**src/pkg/rrr_pkg.sv**
```systemverilog
// Purpose: Shared constants for the regulator and signal-strength readout block
// Assumes: 8-bit register port, 125 MHz system clock
// Notes: Threshold table gives the receive level above which each code applies
package rrr_pkg;
    localparam int RRR_AW = 8;
    localparam int RRR_DW = 8;
    localparam int RRR_CW = 4;
    localparam int RRR_MVW = 11;
    localparam int RRR_VW = 6;
    localparam int RRR_NTHR = 14;
    localparam int RRR_NEV = 4;

    // Register offsets
    localparam logic [7:0] RRR_OFS_REG_READOUT = 8'h2C;
    localparam logic [7:0] RRR_OFS_PEAK_READOUT = 8'h2D;
    localparam logic [7:0] RRR_OFS_REG_CTRL = 8'h40;
    localparam logic [7:0] RRR_OFS_IRQ_STATUS = 8'h41;
    localparam logic [7:0] RRR_OFS_IRQ_MASK = 8'h42;

    // Field positions
    localparam int RRR_CODE_LSB = 4;
    localparam int RRR_ILIM_BIT = 0;
    localparam int RRR_AM_LSB = 4;
    localparam int RRR_PM_LSB = 0;
    localparam int RRR_MODE_BIT = 7;
    localparam int RRR_EXT_LSB = 3;

    // Event bits in status and mask
    localparam int RRR_EV_ADJ = 0;
    localparam int RRR_EV_ILIM = 1;
    localparam int RRR_EV_AM = 2;
    localparam int RRR_EV_PM = 3;

    // Reset values
    localparam logic [3:0] RRR_CODE_RST = 4'h0;
    localparam logic [7:0] RRR_CTRL_RST = 8'h00;
    localparam logic [3:0] RRR_MASK_RST = 4'h0;

    // Typical regulated voltage in 0.1 V units
    localparam logic [5:0] RRR_V5_BASE_DV = 6'h24;
    localparam logic [5:0] RRR_V33_BASE_DV = 6'h18;
    localparam logic [3:0] RRR_V33_MIN_CODE = 4'h5;

    // Receive level thresholds in mVrms, code n means above entry n-1
    localparam logic [10:0] RRR_THR_MV [RRR_NTHR] = '{
        11'h014, 11'h01B, 11'h025, 11'h034, 11'h048, 11'h063, 11'h088,
        11'h0BE, 11'h106, 11'h165, 11'h1F4, 11'h2AE, 11'h3B6, 11'h47E
    };
endpackage

```
**src/logic/rrr_peak_hold.sv**
```systemverilog
// Purpose: Converts one receive channel level to a code and holds its peak
// Assumes: Level input is synchronous and given in mVrms
// Notes: Peak only rises during a reception; clear returns it to zero
`timescale 1ns/1ps
module rrr_peak_hold (
    // Clock and reset
    input wire logic sys_clk,
    input wire logic rst_n,
    // Channel
    input wire logic [10:0] level_mv,
    input wire logic rx_active,
    input wire logic clear,
    output logic [3:0] peak_ff,
    output logic raised_ff
);
    logic [rrr_pkg::RRR_NTHR-1:0] above;
    logic [3:0] level_code;

    // One comparator per threshold
    genvar gi;
    generate
        for (gi = 0; gi < rrr_pkg::RRR_NTHR; gi++) begin : g_thr
            assign above[gi] = level_mv > rrr_pkg::RRR_THR_MV[gi];
        end
    endgenerate

    // Thresholds rise, so the code is the number exceeded
    always_comb begin
        level_code = 4'h0;
        for (int i = 0; i < rrr_pkg::RRR_NTHR; i++) begin
            level_code = level_code + {3'h0, above[i]};
        end
    end

    always_ff @(posedge sys_clk) begin
        if (!rst_n) begin
            peak_ff <= rrr_pkg::RRR_CODE_RST;
            raised_ff <= 1'b0;
        end else if (clear) begin
            peak_ff <= rrr_pkg::RRR_CODE_RST;
            raised_ff <= 1'b0;
        end else if (rx_active && level_code > peak_ff) begin
            peak_ff <= level_code;
            raised_ff <= 1'b1;
        end else begin
            raised_ff <= 1'b0;
        end
    end
endmodule // rrr_peak_hold

```
**src/logic/rrr_readout.sv**
```systemverilog
// Purpose: Read-only regulator and peak signal-strength readout, writable regulator code override, and interrupts
// Assumes: Inputs synchronous to sys_clk; one-cycle read and write strobes
// Notes: Read data stand one cycle after the read strobe, zero elsewhere
`timescale 1ns/1ps
module rrr_readout (
    // Clock and reset
    input wire logic sys_clk,
    input wire logic rst_n,
    // Register port
    input wire logic [7:0] reg_addr,
    input wire logic [7:0] reg_wdata,
    input wire logic reg_wr,
    input wire logic reg_rd,
    output logic [7:0] reg_rdata_ff,
    // Regulator side
    input wire logic adjust_done,
    input wire logic [3:0] adjust_code,
    input wire logic supply_5v_mode,
    input wire logic rf_current_limit,
    output logic [3:0] reg_code_applied_ff,
    output logic [5:0] reg_volt_dv_ff,
    output logic reg_code_undef_ff,
    // Receive side
    input wire logic rx_start,
    input wire logic rx_active,
    input wire logic peak_clear_cmd,
    input wire logic [10:0] am_level_mv,
    input wire logic [10:0] pm_level_mv,
    // Interrupt
    output logic irq_ff
);

    logic [3:0] adj_code_ff;
    logic [7:0] ctrl_ff;
    logic ilim_ff;
    logic ilim_prev_ff;
    logic [3:0] status_ff;
    logic [3:0] mask_ff;
    logic [3:0] am_peak_ff;
    logic [3:0] pm_peak_ff;
    logic am_raised;
    logic pm_raised;
    logic peak_clear;
    logic mode_ext;
    logic [3:0] ext_code;
    logic [3:0] nxt_applied;
    logic [5:0] nxt_volt;
    logic nxt_undef;
    logic [3:0] events;
    logic [3:0] clr_bits;
    logic [3:0] nxt_status;
    logic [7:0] nxt_rdata;
    logic wr_ctrl;
    logic wr_status;
    logic wr_mask;

    assign wr_ctrl = reg_wr && reg_addr == rrr_pkg::RRR_OFS_REG_CTRL;
    assign wr_status = reg_wr && reg_addr == rrr_pkg::RRR_OFS_IRQ_STATUS;
    assign wr_mask = reg_wr && reg_addr == rrr_pkg::RRR_OFS_IRQ_MASK;

    // Latest regulator-adjust result
    always_ff @(posedge sys_clk) begin
        if (!rst_n) begin
            adj_code_ff <= rrr_pkg::RRR_CODE_RST;
        end else if (adjust_done) begin
            adj_code_ff <= adjust_code;
        end
    end

    // Mode bit and externally written code
    always_ff @(posedge sys_clk) begin
        if (!rst_n) begin
            ctrl_ff <= rrr_pkg::RRR_CTRL_RST;
        end else if (wr_ctrl) begin
            ctrl_ff <= reg_wdata;
        end
    end

    assign mode_ext = ctrl_ff[rrr_pkg::RRR_MODE_BIT];
    assign ext_code = ctrl_ff[rrr_pkg::RRR_EXT_LSB +: rrr_pkg::RRR_CW];

    // Code that drives the regulators
    always_comb begin
        if (mode_ext) begin
            nxt_applied = ext_code;
        end else begin
            nxt_applied = adj_code_ff;
        end
    end

    always_ff @(posedge sys_clk) begin
        if (!rst_n) begin
            reg_code_applied_ff <= rrr_pkg::RRR_CODE_RST;
        end else begin
            reg_code_applied_ff <= nxt_applied;
        end
    end

    // Typical voltage of the applied code, 0.1 V per step
    always_comb begin
        nxt_undef = 1'b0;
        if (supply_5v_mode) begin
            nxt_volt = rrr_pkg::RRR_V5_BASE_DV + {2'h0, reg_code_applied_ff};
        end else if (reg_code_applied_ff >= rrr_pkg::RRR_V33_MIN_CODE) begin
            nxt_volt = rrr_pkg::RRR_V33_BASE_DV
                + {2'h0, reg_code_applied_ff - rrr_pkg::RRR_V33_MIN_CODE};
        end else begin
            nxt_volt = 6'h00;
            nxt_undef = 1'b1;
        end
    end

    always_ff @(posedge sys_clk) begin
        if (!rst_n) begin
            reg_volt_dv_ff <= 6'h00;
            reg_code_undef_ff <= 1'b0;
        end else begin
            reg_volt_dv_ff <= nxt_volt;
            reg_code_undef_ff <= nxt_undef;
        end
    end

    // Current-limit flag
    always_ff @(posedge sys_clk) begin
        if (!rst_n) begin
            ilim_ff <= 1'b0;
            ilim_prev_ff <= 1'b0;
        end else begin
            ilim_ff <= rf_current_limit;
            ilim_prev_ff <= ilim_ff;
        end
    end

    // A new reception or the clear command empties both peaks
    assign peak_clear = rx_start || peak_clear_cmd;

    rrr_peak_hold u_am_peak (
        .sys_clk(sys_clk),
        .rst_n(rst_n),
        .level_mv(am_level_mv),
        .rx_active(rx_active),
        .clear(peak_clear),
        .peak_ff(am_peak_ff),
        .raised_ff(am_raised)
    );

    rrr_peak_hold u_pm_peak (
        .sys_clk(sys_clk),
        .rst_n(rst_n),
        .level_mv(pm_level_mv),
        .rx_active(rx_active),
        .clear(peak_clear),
        .peak_ff(pm_peak_ff),
        .raised_ff(pm_raised)
    );

    // Sticky events; a new event wins over a clear in the same cycle
    always_comb begin
        events = 4'h0;
        events[rrr_pkg::RRR_EV_ADJ] = adjust_done;
        events[rrr_pkg::RRR_EV_ILIM] = ilim_ff && !ilim_prev_ff;
        events[rrr_pkg::RRR_EV_AM] = am_raised;
        events[rrr_pkg::RRR_EV_PM] = pm_raised;
        clr_bits = wr_status ? reg_wdata[rrr_pkg::RRR_NEV-1:0] : 4'h0;
        nxt_status = (status_ff & ~clr_bits) | events;
    end

    always_ff @(posedge sys_clk) begin
        if (!rst_n) begin
            status_ff <= 4'h0;
        end else begin
            status_ff <= nxt_status;
        end
    end

    always_ff @(posedge sys_clk) begin
        if (!rst_n) begin
            mask_ff <= rrr_pkg::RRR_MASK_RST;
        end else if (wr_mask) begin
            mask_ff <= reg_wdata[rrr_pkg::RRR_NEV-1:0];
        end
    end

    always_ff @(posedge sys_clk) begin
        if (!rst_n) begin
            irq_ff <= 1'b0;
        end else begin
            irq_ff <= |(nxt_status & mask_ff);
        end
    end

    // Read mux; unmapped addresses and idle cycles give zero
    always_comb begin
        nxt_rdata = 8'h00;
        if (reg_rd) begin
            case (reg_addr)
                rrr_pkg::RRR_OFS_REG_READOUT: begin
                    nxt_rdata[rrr_pkg::RRR_CODE_LSB +: rrr_pkg::RRR_CW] = adj_code_ff;
                    nxt_rdata[rrr_pkg::RRR_ILIM_BIT] = ilim_ff;
                end
                rrr_pkg::RRR_OFS_PEAK_READOUT: begin
                    nxt_rdata[rrr_pkg::RRR_AM_LSB +: rrr_pkg::RRR_CW] = am_peak_ff;
                    nxt_rdata[rrr_pkg::RRR_PM_LSB +: rrr_pkg::RRR_CW] = pm_peak_ff;
                end
                rrr_pkg::RRR_OFS_REG_CTRL: begin
                    nxt_rdata = ctrl_ff;
                end
                rrr_pkg::RRR_OFS_IRQ_STATUS: begin
                    nxt_rdata[rrr_pkg::RRR_NEV-1:0] = status_ff;
                end
                rrr_pkg::RRR_OFS_IRQ_MASK: begin
                    nxt_rdata[rrr_pkg::RRR_NEV-1:0] = mask_ff;
                end
                default: begin
                    nxt_rdata = 8'h00;
                end
            endcase
        end
    end

    always_ff @(posedge sys_clk) begin
        if (!rst_n) begin
            reg_rdata_ff <= 8'h00;
        end else begin
            reg_rdata_ff <= nxt_rdata;
        end
    end
endmodule // rrr_readout

```
**config.mk**
```make
export PLATFORM = sky130hd
export DESIGN_NAME = rrr_readout
export DESIGN_NICKNAME = d
export VERILOG_FILES = /design/src/pkg/rrr_pkg.sv /design/src/logic/rrr_peak_hold.sv /design/src/logic/rrr_readout.sv
export SDC_FILE = /design/constraint.sdc
export NUM_CORES = 1
export LEC_CHECK = 0
export BUFFER_PORTS_ARGS = -buffer_cell sky130_fd_sc_hd__buf_2
export CAP_MARGIN = 20
export CORE_AREA = 2 2 89 91
export DETAILED_ROUTE_END_ITERATION = 8
export DIE_AREA = 0 0 91 93
export PLACE_DENSITY_LB_ADDON = 0.15
export SYNTH_ARGS = -nofsm -noshare
export SYNTH_HDL_FRONTEND = slang
export SYNTH_SLANG_ARGS = --single-unit
```
**constraint.sdc**
```tcl
create_clock -name sys_clk -period 7.25 [get_ports sys_clk]
set_clock_uncertainty 0.2 [all_clocks]
set_input_delay 1.45 -clock sys_clk [delete_from_list [all_inputs] [get_ports sys_clk]]
set_output_delay 1.45 -clock sys_clk [all_outputs]
set_load 0.01 [all_outputs]
```
Yosys cells after proc, flatten, opt, wreduce, memory -nomap -nowiden --
Cells that the tools add are included.
Storage, ports and cells: flip-flop bits (word level) 52, input bits 52, word-level logic and storage cells 107
Operators by class: $add $sub $neg 29, order comparisons 31, equal/unequal tests 5, mux-type cells 10, bitwise operators 5, reductions and logical operators 12
Operators by type and width (count):
- adder 4 x 1 -> 4 bit | 24
- greater-than comparator 11 x 9 -> 1 bit, second input constant | 6
- greater-than comparator 11 x 10 -> 1 bit, second input constant | 4
- greater-than comparator 11 x 5 -> 1 bit, second input constant | 4
- greater-than comparator 11 x 6 -> 1 bit, second input constant | 4
- greater-than comparator 11 x 7 -> 1 bit, second input constant | 4
- greater-than comparator 11 x 8 -> 1 bit, second input constant | 4
- == test 8 x 7 -> 1 bit, second input constant | 3
- greater-than comparator 11 bit, second input constant | 2
- == test 8 x 6 -> 1 bit, second input constant | 2
- two-way mux 6 bit | 2
- one-hot mux 3 bit (4 select lines) | 1
- one-hot mux 4 bit (3 select lines) | 1
- bitwise AND 4 bit | 2
- greater-than comparator 4 bit | 2
- two-way mux 4 bit | 2
- adder 5 x 4 -> 6 bit, first input constant | 1
- adder 6 x 4 -> 6 bit, first input constant | 1
- logical AND 1 bit | 6
- one-hot mux 1 bit (5 select lines) | 1
- adder 1 x 1 -> 2 bit | 2
- greater-or-equal comparator 4 x 3 -> 1 bit, second input constant | 1
- inverter 4 bit | 1
- bitwise OR 4 bit | 1
- 8 further kinds | 11

Longest topological paths before layout --
depth in word-level cells 17, depth in mapped cells 24, gate-level depth less buffers 23

By module --
A second synthesis with hierarchy kept.
Second synthesis, totals: cells, all modules 436, area, all modules 3802.4 um^2
Modules (own cells, without submodules):
- rrr_readout | instances 1, cells an instance 198, area an instance 1926.8 um^2, seq. area each 840.8 um^2
- rrr_peak_hold (u_am_peak) | instances 1, cells an instance 129, area an instance 1007.2 um^2, seq. area each 100.1 um^2
- rrr_peak_hold (u_pm_peak) | instances 1, cells an instance 109, area an instance 868.3 um^2, seq. area each 100.1 um^2

Least setup slack after synthesis --
Ideal clock, no wire load.
kind input to register, from in am_level_mv[9], to reg u_am_peak.peak_ff[0], library setup time 123 ps, data arrival time 7151 ps, path slack -224 ps, stages 24, buffers on the path 1, cell sequence clkbuf_1 > or3_1 > or4_1 > o21ai_0 > nand2_1 > ha_1 > inv_1 > fa_1 > inv_1 > fa_1 > inv_1 > fa_1 > fa_1 > inv_1 > fa_1 > inv_1 > fa_1 > inv_1 > ha_1 > nand4_1 > nand2_1 > a21oi_1 > mux2i_1 > nor2_1
Between the ends: cells in the longest elaborated chain, start to end 16, elaborated cells on any way between the ends 29, classes of those cells add/sub: 13; order compare: 15; reduce/logical: 1
Ends and longest elaborated chain:
- start: declaration | RTL line rrr_readout.sv:27 | input wire logic [10:0] am_level_mv,
- greater-than comparator 11 x 5 -> 1 bit | RTL line rrr_peak_hold.sv:23 | assign above[gi] = level_mv > rrr_pkg::RRR_THR_MV[gi];
- adder 1 x 1 -> 2 bit | RTL line rrr_peak_hold.sv:31 | level_code = level_code + {3'h0, above[i]};
- adder 4 x 1 -> 4 bit (11 in a row) | RTL line rrr_peak_hold.sv:31
- adder 4 x 1 -> 4 bit (*) | RTL line rrr_peak_hold.sv:31
- via u_am_peak.level_code[1] | RTL line rrr_peak_hold.sv:17 | logic [3:0] level_code;
- greater-than comparator 4 bit (*) | RTL line rrr_peak_hold.sv:42 | end else if (rx_active && level_code > peak_ff) begin
- logical AND 1 bit (*) | RTL line rrr_peak_hold.sv:42
- end signal: assignment | RTL line rrr_peak_hold.sv:37 | peak_ff <= rrr_pkg::RRR_CODE_RST;
- end signal: assignment | RTL line rrr_peak_hold.sv:40 | peak_ff <= rrr_pkg::RRR_CODE_RST;
- end signal: assignment | RTL line rrr_peak_hold.sv:43 | peak_ff <= level_code;
- end: declaration | RTL line rrr_peak_hold.sv:13 | output logic [3:0] peak_ff,
The timed path passes the listed nets; every way through them passes the cells marked *. A chain may end at the register's enable or synchronous reset.

Worst setup path after layout --
from in am_level_mv[10], to reg u_am_peak.peak_ff[3]
The elaborated chain is that of the path after synthesis.

==> impl_results.html <==
<table>
<tr><th>Metric</th><th>Value</th></tr>
<tr><th colspan="2">Clock tree</th></tr>
<tr><td>Clock-pin transition on the worst setup and hold timing paths</td><td>approximately 0.08 ns</td></tr>
<tr><td>CTS max path bufs</td><td>2</td></tr>
<tr><td>Insertion delay of the later-clocked pin in the worst-skew pair</td><td>0.30 ns</td></tr>
<tr><td>CTS H-tree lvls</td><td>2</td></tr>
<tr><td>Clock Root Buffer</td><td>clkbuf_8</td></tr>
<tr><td>Clock buffers created by TritonCTS</td><td>5</td></tr>
<tr><td>Num Clock Sinks</td><td>52</td></tr>
<tr><td>CTS tree</td><td>done</td></tr>
<tr><th colspan="2">STA</th></tr>
<tr><td>Slew headroom</td><td>0.3706</td></tr>
<tr><td>Maximum clock frequency</td><td>between 100 and 150 MHz</td></tr>
<tr><td>Slew Viols, Final</td><td>0</td></tr>
<tr><td>Period minus WS final</td><td>about 7.0 ns</td></tr>
<tr><td>Worst Tran Pin Value</td><td>between 0.9 and 1 ns</td></tr>
<tr><td>Worst hold slack</td><td>roughly 0.26 ns</td></tr>
<tr><td>Period utilisation layout</td><td>0.9715</td></tr>
<tr><td>Final Hold Violating Endpoints</td><td>0</td></tr>
<tr><td>Final number of setup-violating endpoints</td><td>0</td></tr>
<tr><th colspan="2">Layout</th></tr>
<tr><td>Diodes inserted</td><td>0</td></tr>
<tr><td>Register area</td><td>1041 sq um</td></tr>
<tr><td>Area grow syn2layout</td><td>18.09%</td></tr>
<tr><td>Number of nets in the layout</td><td>596</td></tr>
<tr><td>Fill cell count</td><td>~750</td></tr>
<tr><td>Fraction of the core area covered by cells at the end of the flow</td><td>0.5806</td></tr>
<tr><td>Layout cell share with drive strength beyond 1</td><td>0.2277</td></tr>
<tr><td>Area used by multi-input combinational logic</td><td>between 2000 and 2500 sq um</td></tr>
<tr><th colspan="2">Drt</th></tr>
<tr><td>DRC violation total after the first TritonRoute iteration</td><td>roughly 110</td></tr>
<tr><td>Count of unresolved DRC violations after routing</td><td>0</td></tr>
<tr><td>Antenna Violating Nets Remaining</td><td>0</td></tr>
<tr><td>Total detailed-routing wirelength</td><td>between 7000 and 8000 um</td></tr>
<tr><td>Number of iterations in the first detailed-routing pass</td><td>4</td></tr>
<tr><td>Vias</td><td>3257</td></tr>
<tr><td>Routed length per instance</td><td>~13 um</td></tr>
<tr><td>Number of vias per cell after detailed routing</td><td>~5.4</td></tr>
<tr><th colspan="2">Synth</th></tr>
<tr><td>Synth Register Bits</td><td>52</td></tr>
<tr><td>Most common flop cell mapped by yosys</td><td>dfxtp_1</td></tr>
<tr><td>Share of the synthesized area in compound gates (AO/OA/AOI/OAI)</td><td>0.1721</td></tr>
<tr><td>Total nets after synthesis</td><td>about 530</td></tr>
<tr><td>Post-Synth Simple-Gate Area</td><td>0.2191</td></tr>
<tr><td>Number of unique standard cell types used by synthesis</td><td>56</td></tr>
<tr><td>Proportion of synthesized chip area in sequential cells</td><td>0.2813</td></tr>
<tr><td>Synthesized-area fraction occupied by adder cells</td><td>0.1677</td></tr>
<tr><td>Synthesized-area fraction occupied by xor and xnor cells</td><td>0.01657</td></tr>
<tr><td>Combinational family with the most area after synthesis</td><td>simple AND/OR/NAND/NOR gates</td></tr>
<tr><td>Multiplexer area fraction after synthesis</td><td>0.07302</td></tr>
<tr><td>Fraction of registers with async set/reset</td><td>0</td></tr>
<tr><td>Area share of the largest cell type after synthesis</td><td>0.2813</td></tr>
<tr><td>Mean area per synthesized cell</td><td>between 8 and 9 sq um</td></tr>
<tr><td>Cell count after synthesis</td><td>roughly 440</td></tr>
<tr><td>Cell area after technology mapping</td><td>approximately 3700 sq um</td></tr>
<tr><td>Largest area contributor in the netlist</td><td>dfxtp_1</td></tr>
<tr><td>Number of enable flip-flop cells after synthesis</td><td>0</td></tr>
<tr><td>Cell types occupying the most area after synthesis</td><td>dfxtp_1, fa_1, ha_1, mux2i_1, nor2b_1</td></tr>
<tr><td>Synth warn</td><td>0</td></tr>
<tr><th colspan="2">Setup path</th></tr>
<tr><td>Maximum single-stage delay on the critical path</td><td>around 0.56 ns</td></tr>
<tr><td>Critical Path Start Type</td><td>input port</td></tr>
<tr><td>Kind of critical path</td><td>input port to flip-flop</td></tr>
<tr><td>Cell seen most often among critical-path stages</td><td>fa_1</td></tr>
<tr><td>Crit. Startpoint</td><td>am_level_mv[10]</td></tr>
<tr><td>Chain of cells forming the critical path</td><td>buf_2 &gt; or3_4 &gt; or4_4 &gt; o21ai_2 &gt; nand2_1 &gt; ha_1 &gt; inv_2 &gt; fa_1 &gt; inv_1 &gt; fa_1 &gt; inv_2 &gt; fa_1 &gt; fa_1 &gt; inv_1 &gt; fa_2 &gt; inv_2 &gt; fa_1 &gt; inv_2 &gt; ha_4 &gt; nor2b_4 &gt; o211ai_1 &gt; a21oi_4 &gt; mux2i_1 &gt; nor2_1</td></tr>
<tr><td>Worst setup slack for register-to-register paths</td><td>around 5.4 ns</td></tr>
<tr><td>Maximum net fanout on the critical path</td><td>6</td></tr>
<tr><td>Capturing element of the worst setup path</td><td>u_am_peak.peak_ff[3]</td></tr>
<tr><td>Required time of the critical path</td><td>7.24 ns</td></tr>
<tr><td>Cell with the biggest individual delay on the critical path</td><td>or4_4</td></tr>
<tr><td>Source of the worst register-to-register timing path</td><td>u_am_peak.peak_ff[1]</td></tr>
<tr><td>End of the worst register-to-register path</td><td>u_am_peak.peak_ff[3]</td></tr>
<tr><td>Cell count of the worst reg-to-reg path</td><td>7</td></tr>
<tr><td>CP endpoint kind</td><td>flip-flop</td></tr>
<tr><td>Data arrival at the endpoint of the critical path</td><td>7.03 ns</td></tr>
<tr><th colspan="2">Place</th></tr>
<tr><td>Sum of net half-perimeters after detailed placement</td><td>6051 um</td></tr>
<tr><td># port buffers</td><td>71</td></tr>
<tr><td>Weighted congestion reported at the end of routability-driven placement</td><td>a little under 0.9</td></tr>
<tr><th colspan="2">Pwr</th></tr>
<tr><td>Leakage power total</td><td>approximately 1.9 nW</td></tr>
<tr><td>Largest vdd supply drop</td><td>~94 uV</td></tr>
<tr><td>Pwr/cell area</td><td>slightly below 200 nW/um^2</td></tr>
<tr><th colspan="2">Die</th></tr>
<tr><td>Die area</td><td>around 8500 sq um</td></tr>
<tr><td>Chip height</td><td>93 um</td></tr>
<tr><td>Number of placement rows</td><td>32</td></tr>
<tr><td>Top-level I/O count</td><td>72</td></tr>
<tr><td>Die X-Extent</td><td>91 um</td></tr>
<tr><td>Area of the core region</td><td>7527 sq um</td></tr>
<tr><td>Initial core utilization</td><td>0.4917</td></tr>
<tr><th colspan="2">Global routing</th></tr>
<tr><td>Largest net degree at the start of global routing</td><td>33</td></tr>
<tr><td>Remaining global-route overflow</td><td>0</td></tr>
<tr><td>GRT Total Usage</td><td>0.1860</td></tr>
<tr><td>Initial antenna violation count</td><td>0</td></tr>
<tr><td>Wire length of the first global-routing pass</td><td>13080 um</td></tr>
<tr><td>Vias in the first global route</td><td>roughly 2900</td></tr>
<tr><th colspan="2">Worst hold path</th></tr>
<tr><td>Hold Path Class</td><td>flip-flop to flip-flop</td></tr>
<tr><th colspan="2">Outcome</th></tr>
<tr><td>Status</td><td>finished, final reports clean</td></tr>
<tr><th colspan="2">Job</th></tr>
<tr><td>Max-cap viol count</td><td>0</td></tr>
</table>
[state kept, by name, summed over array words and instances (netlist names), 4 cells and up]
signal and count:
u_pm_peak.peak_ff 4, adj_code_ff 4, ctrl_ff 8, mask_ff 4
u_am_peak.peak_ff 4, reg_code_applied_ff 4, reg_rdata_ff 8, status_ff 4
reg_volt_dv_ff 6
[critical path, delay by kind of cell]
| kind | cells | cell delay (ns) |
|---|---|---|
| AND/OR/NAND/NOR | 5 | 1.18 |
| multiplexers | 1 | 0.22 |
| adder cells (fa/ha/maj) | 8 | 3.23 |
| AO/OA/AOI/OAI | 3 | 0.54 |
| buffers and inverters | 7 | 0.41 |
[how the worst min path moves through the flow]
stage	to	cells after the start	startpoint	slack (ns)
2_1_floorplan	status_ff[1]	1	ilim_prev_ff	0.23
3_3_place_gp	ilim_prev_ff	2	ilim_ff	0.25
3_5_place_dp	ilim_prev_ff	2	ilim_ff	0.26
4_1_cts	ilim_prev_ff	2	ilim_ff	0.27
5_1_grt	ilim_prev_ff	2	ilim_ff	0.29
6_report	ilim_prev_ff	2	ilim_ff	0.26
[cell type report]
| cell class | instances | share of cell area |
|---|---|---|
| well taps | 102 | 0.02920 |
| inverters | 38 | 0.03264 |
| flip-flops and latches | 52 | 0.2382 |
| repair buffers | 88 | 0.1105 |
| multi-input cells | 319 | 0.5605 |
| clock inverters | 1 | 0.006871 |
| clock buffers | 7 | 0.02204 |
[routing by layer]
layer	GRT usage	vias up	part of all wire
li1	-	1670	-
met1	0.2387	1487	0.45
met2	0.3253	89	0.49
met3	0.02820	11	0.048
met4	0.05429	0	0.014
met5	0	-	0
[logic make-up (layout without fill, tap and decap cells)]
group | Yosys count | in the layout
and+or+nand+nor | 149 | 149
muxes | 27 | 27
xor gates and xnor gates | 7 | 7
DFF | 52 | 52
AOI/OAI and AO/OA | 96 | 96
buffers and inverters | 65 | 134
adders and majority gates | 40 | 40
[through the flow]
step	setup slack [ns]	total power [mW]	cell area [sq um]	instances	TNS, ns
final	0.2067	0.8543	4370	607	0
after global routing	-0.01016	0.9217	4370	607	-0.01016
after CTS	0.08780	0.8364	4322	606	0
after detailed placement	-0.2323	0.6250	4195	598	-0.9630
after global placement	-0.07112	0.6141	4195	598	-0.2349
after floorplan	0.008874	0.5376	3712	436	0
[what timing repair did]
action                                 in CTS  in global routing
setup buffers                               0                  1
endpoints found under the hold margin       0                  0
resized for setup                           0                 12
setup endpoints to repair                   0                  5
hold buffers                                0                  0
[cells in the final DEF, fill, tap and decap left out, types with 4 or more instances in the layout]
cell | netlist | layout
dfxtp_1 | 52 | 52
nand3_1 | 9 | 9
a31oi_1 | 5 | 5
inv_1 | 38 | 34
mux2i_1 | 27 | 27
a21oi_1 | 28 | 26
inv_2 | 0 | 4
clkbuf_8 | 0 | 7
nand4_1 | 5 | 5
and2_1 | 5 | 5
nor3_1 | 10 | 10
buf_2 | 1 | 71
a21o_1 | 8 | 8
o22ai_1 | 5 | 5
xnor2_1 | 6 | 6
o21ai_0 | 10 | 9
fa_1 | 16 | 15
a22oi_1 | 9 | 9
buf_4 | 0 | 17
nor2_1 | 39 | 39
ha_1 | 24 | 23
a211oi_1 | 10 | 10
nand2b_1 | 6 | 6
nand2_1 | 24 | 24
nor2b_1 | 26 | 25
[power breakdown]
part	total, mW	switching [mW]	internal (mW)
sequential	0.306	0.00782	0.298
clock	0.211	0.0894	0.122
combinational	0.338	0.173	0.164
[synthesized netlist by cell type, types with 6 or more instances]
master,number
nor3_1,10
a22oi_1,9
nand2b_1,6
a21oi_1,28
inv_1,38
nor2_1,39
ha_1,24
dfxtp_1,52
nor2b_1,26
a21o_1,8
xnor2_1,6
clkbuf_1,23
mux2i_1,27
nand3_1,9
nand2_1,24
o21ai_0,10
fa_1,16
a211oi_1,10
No activity file was read; power rests on OpenSTA's default activity.
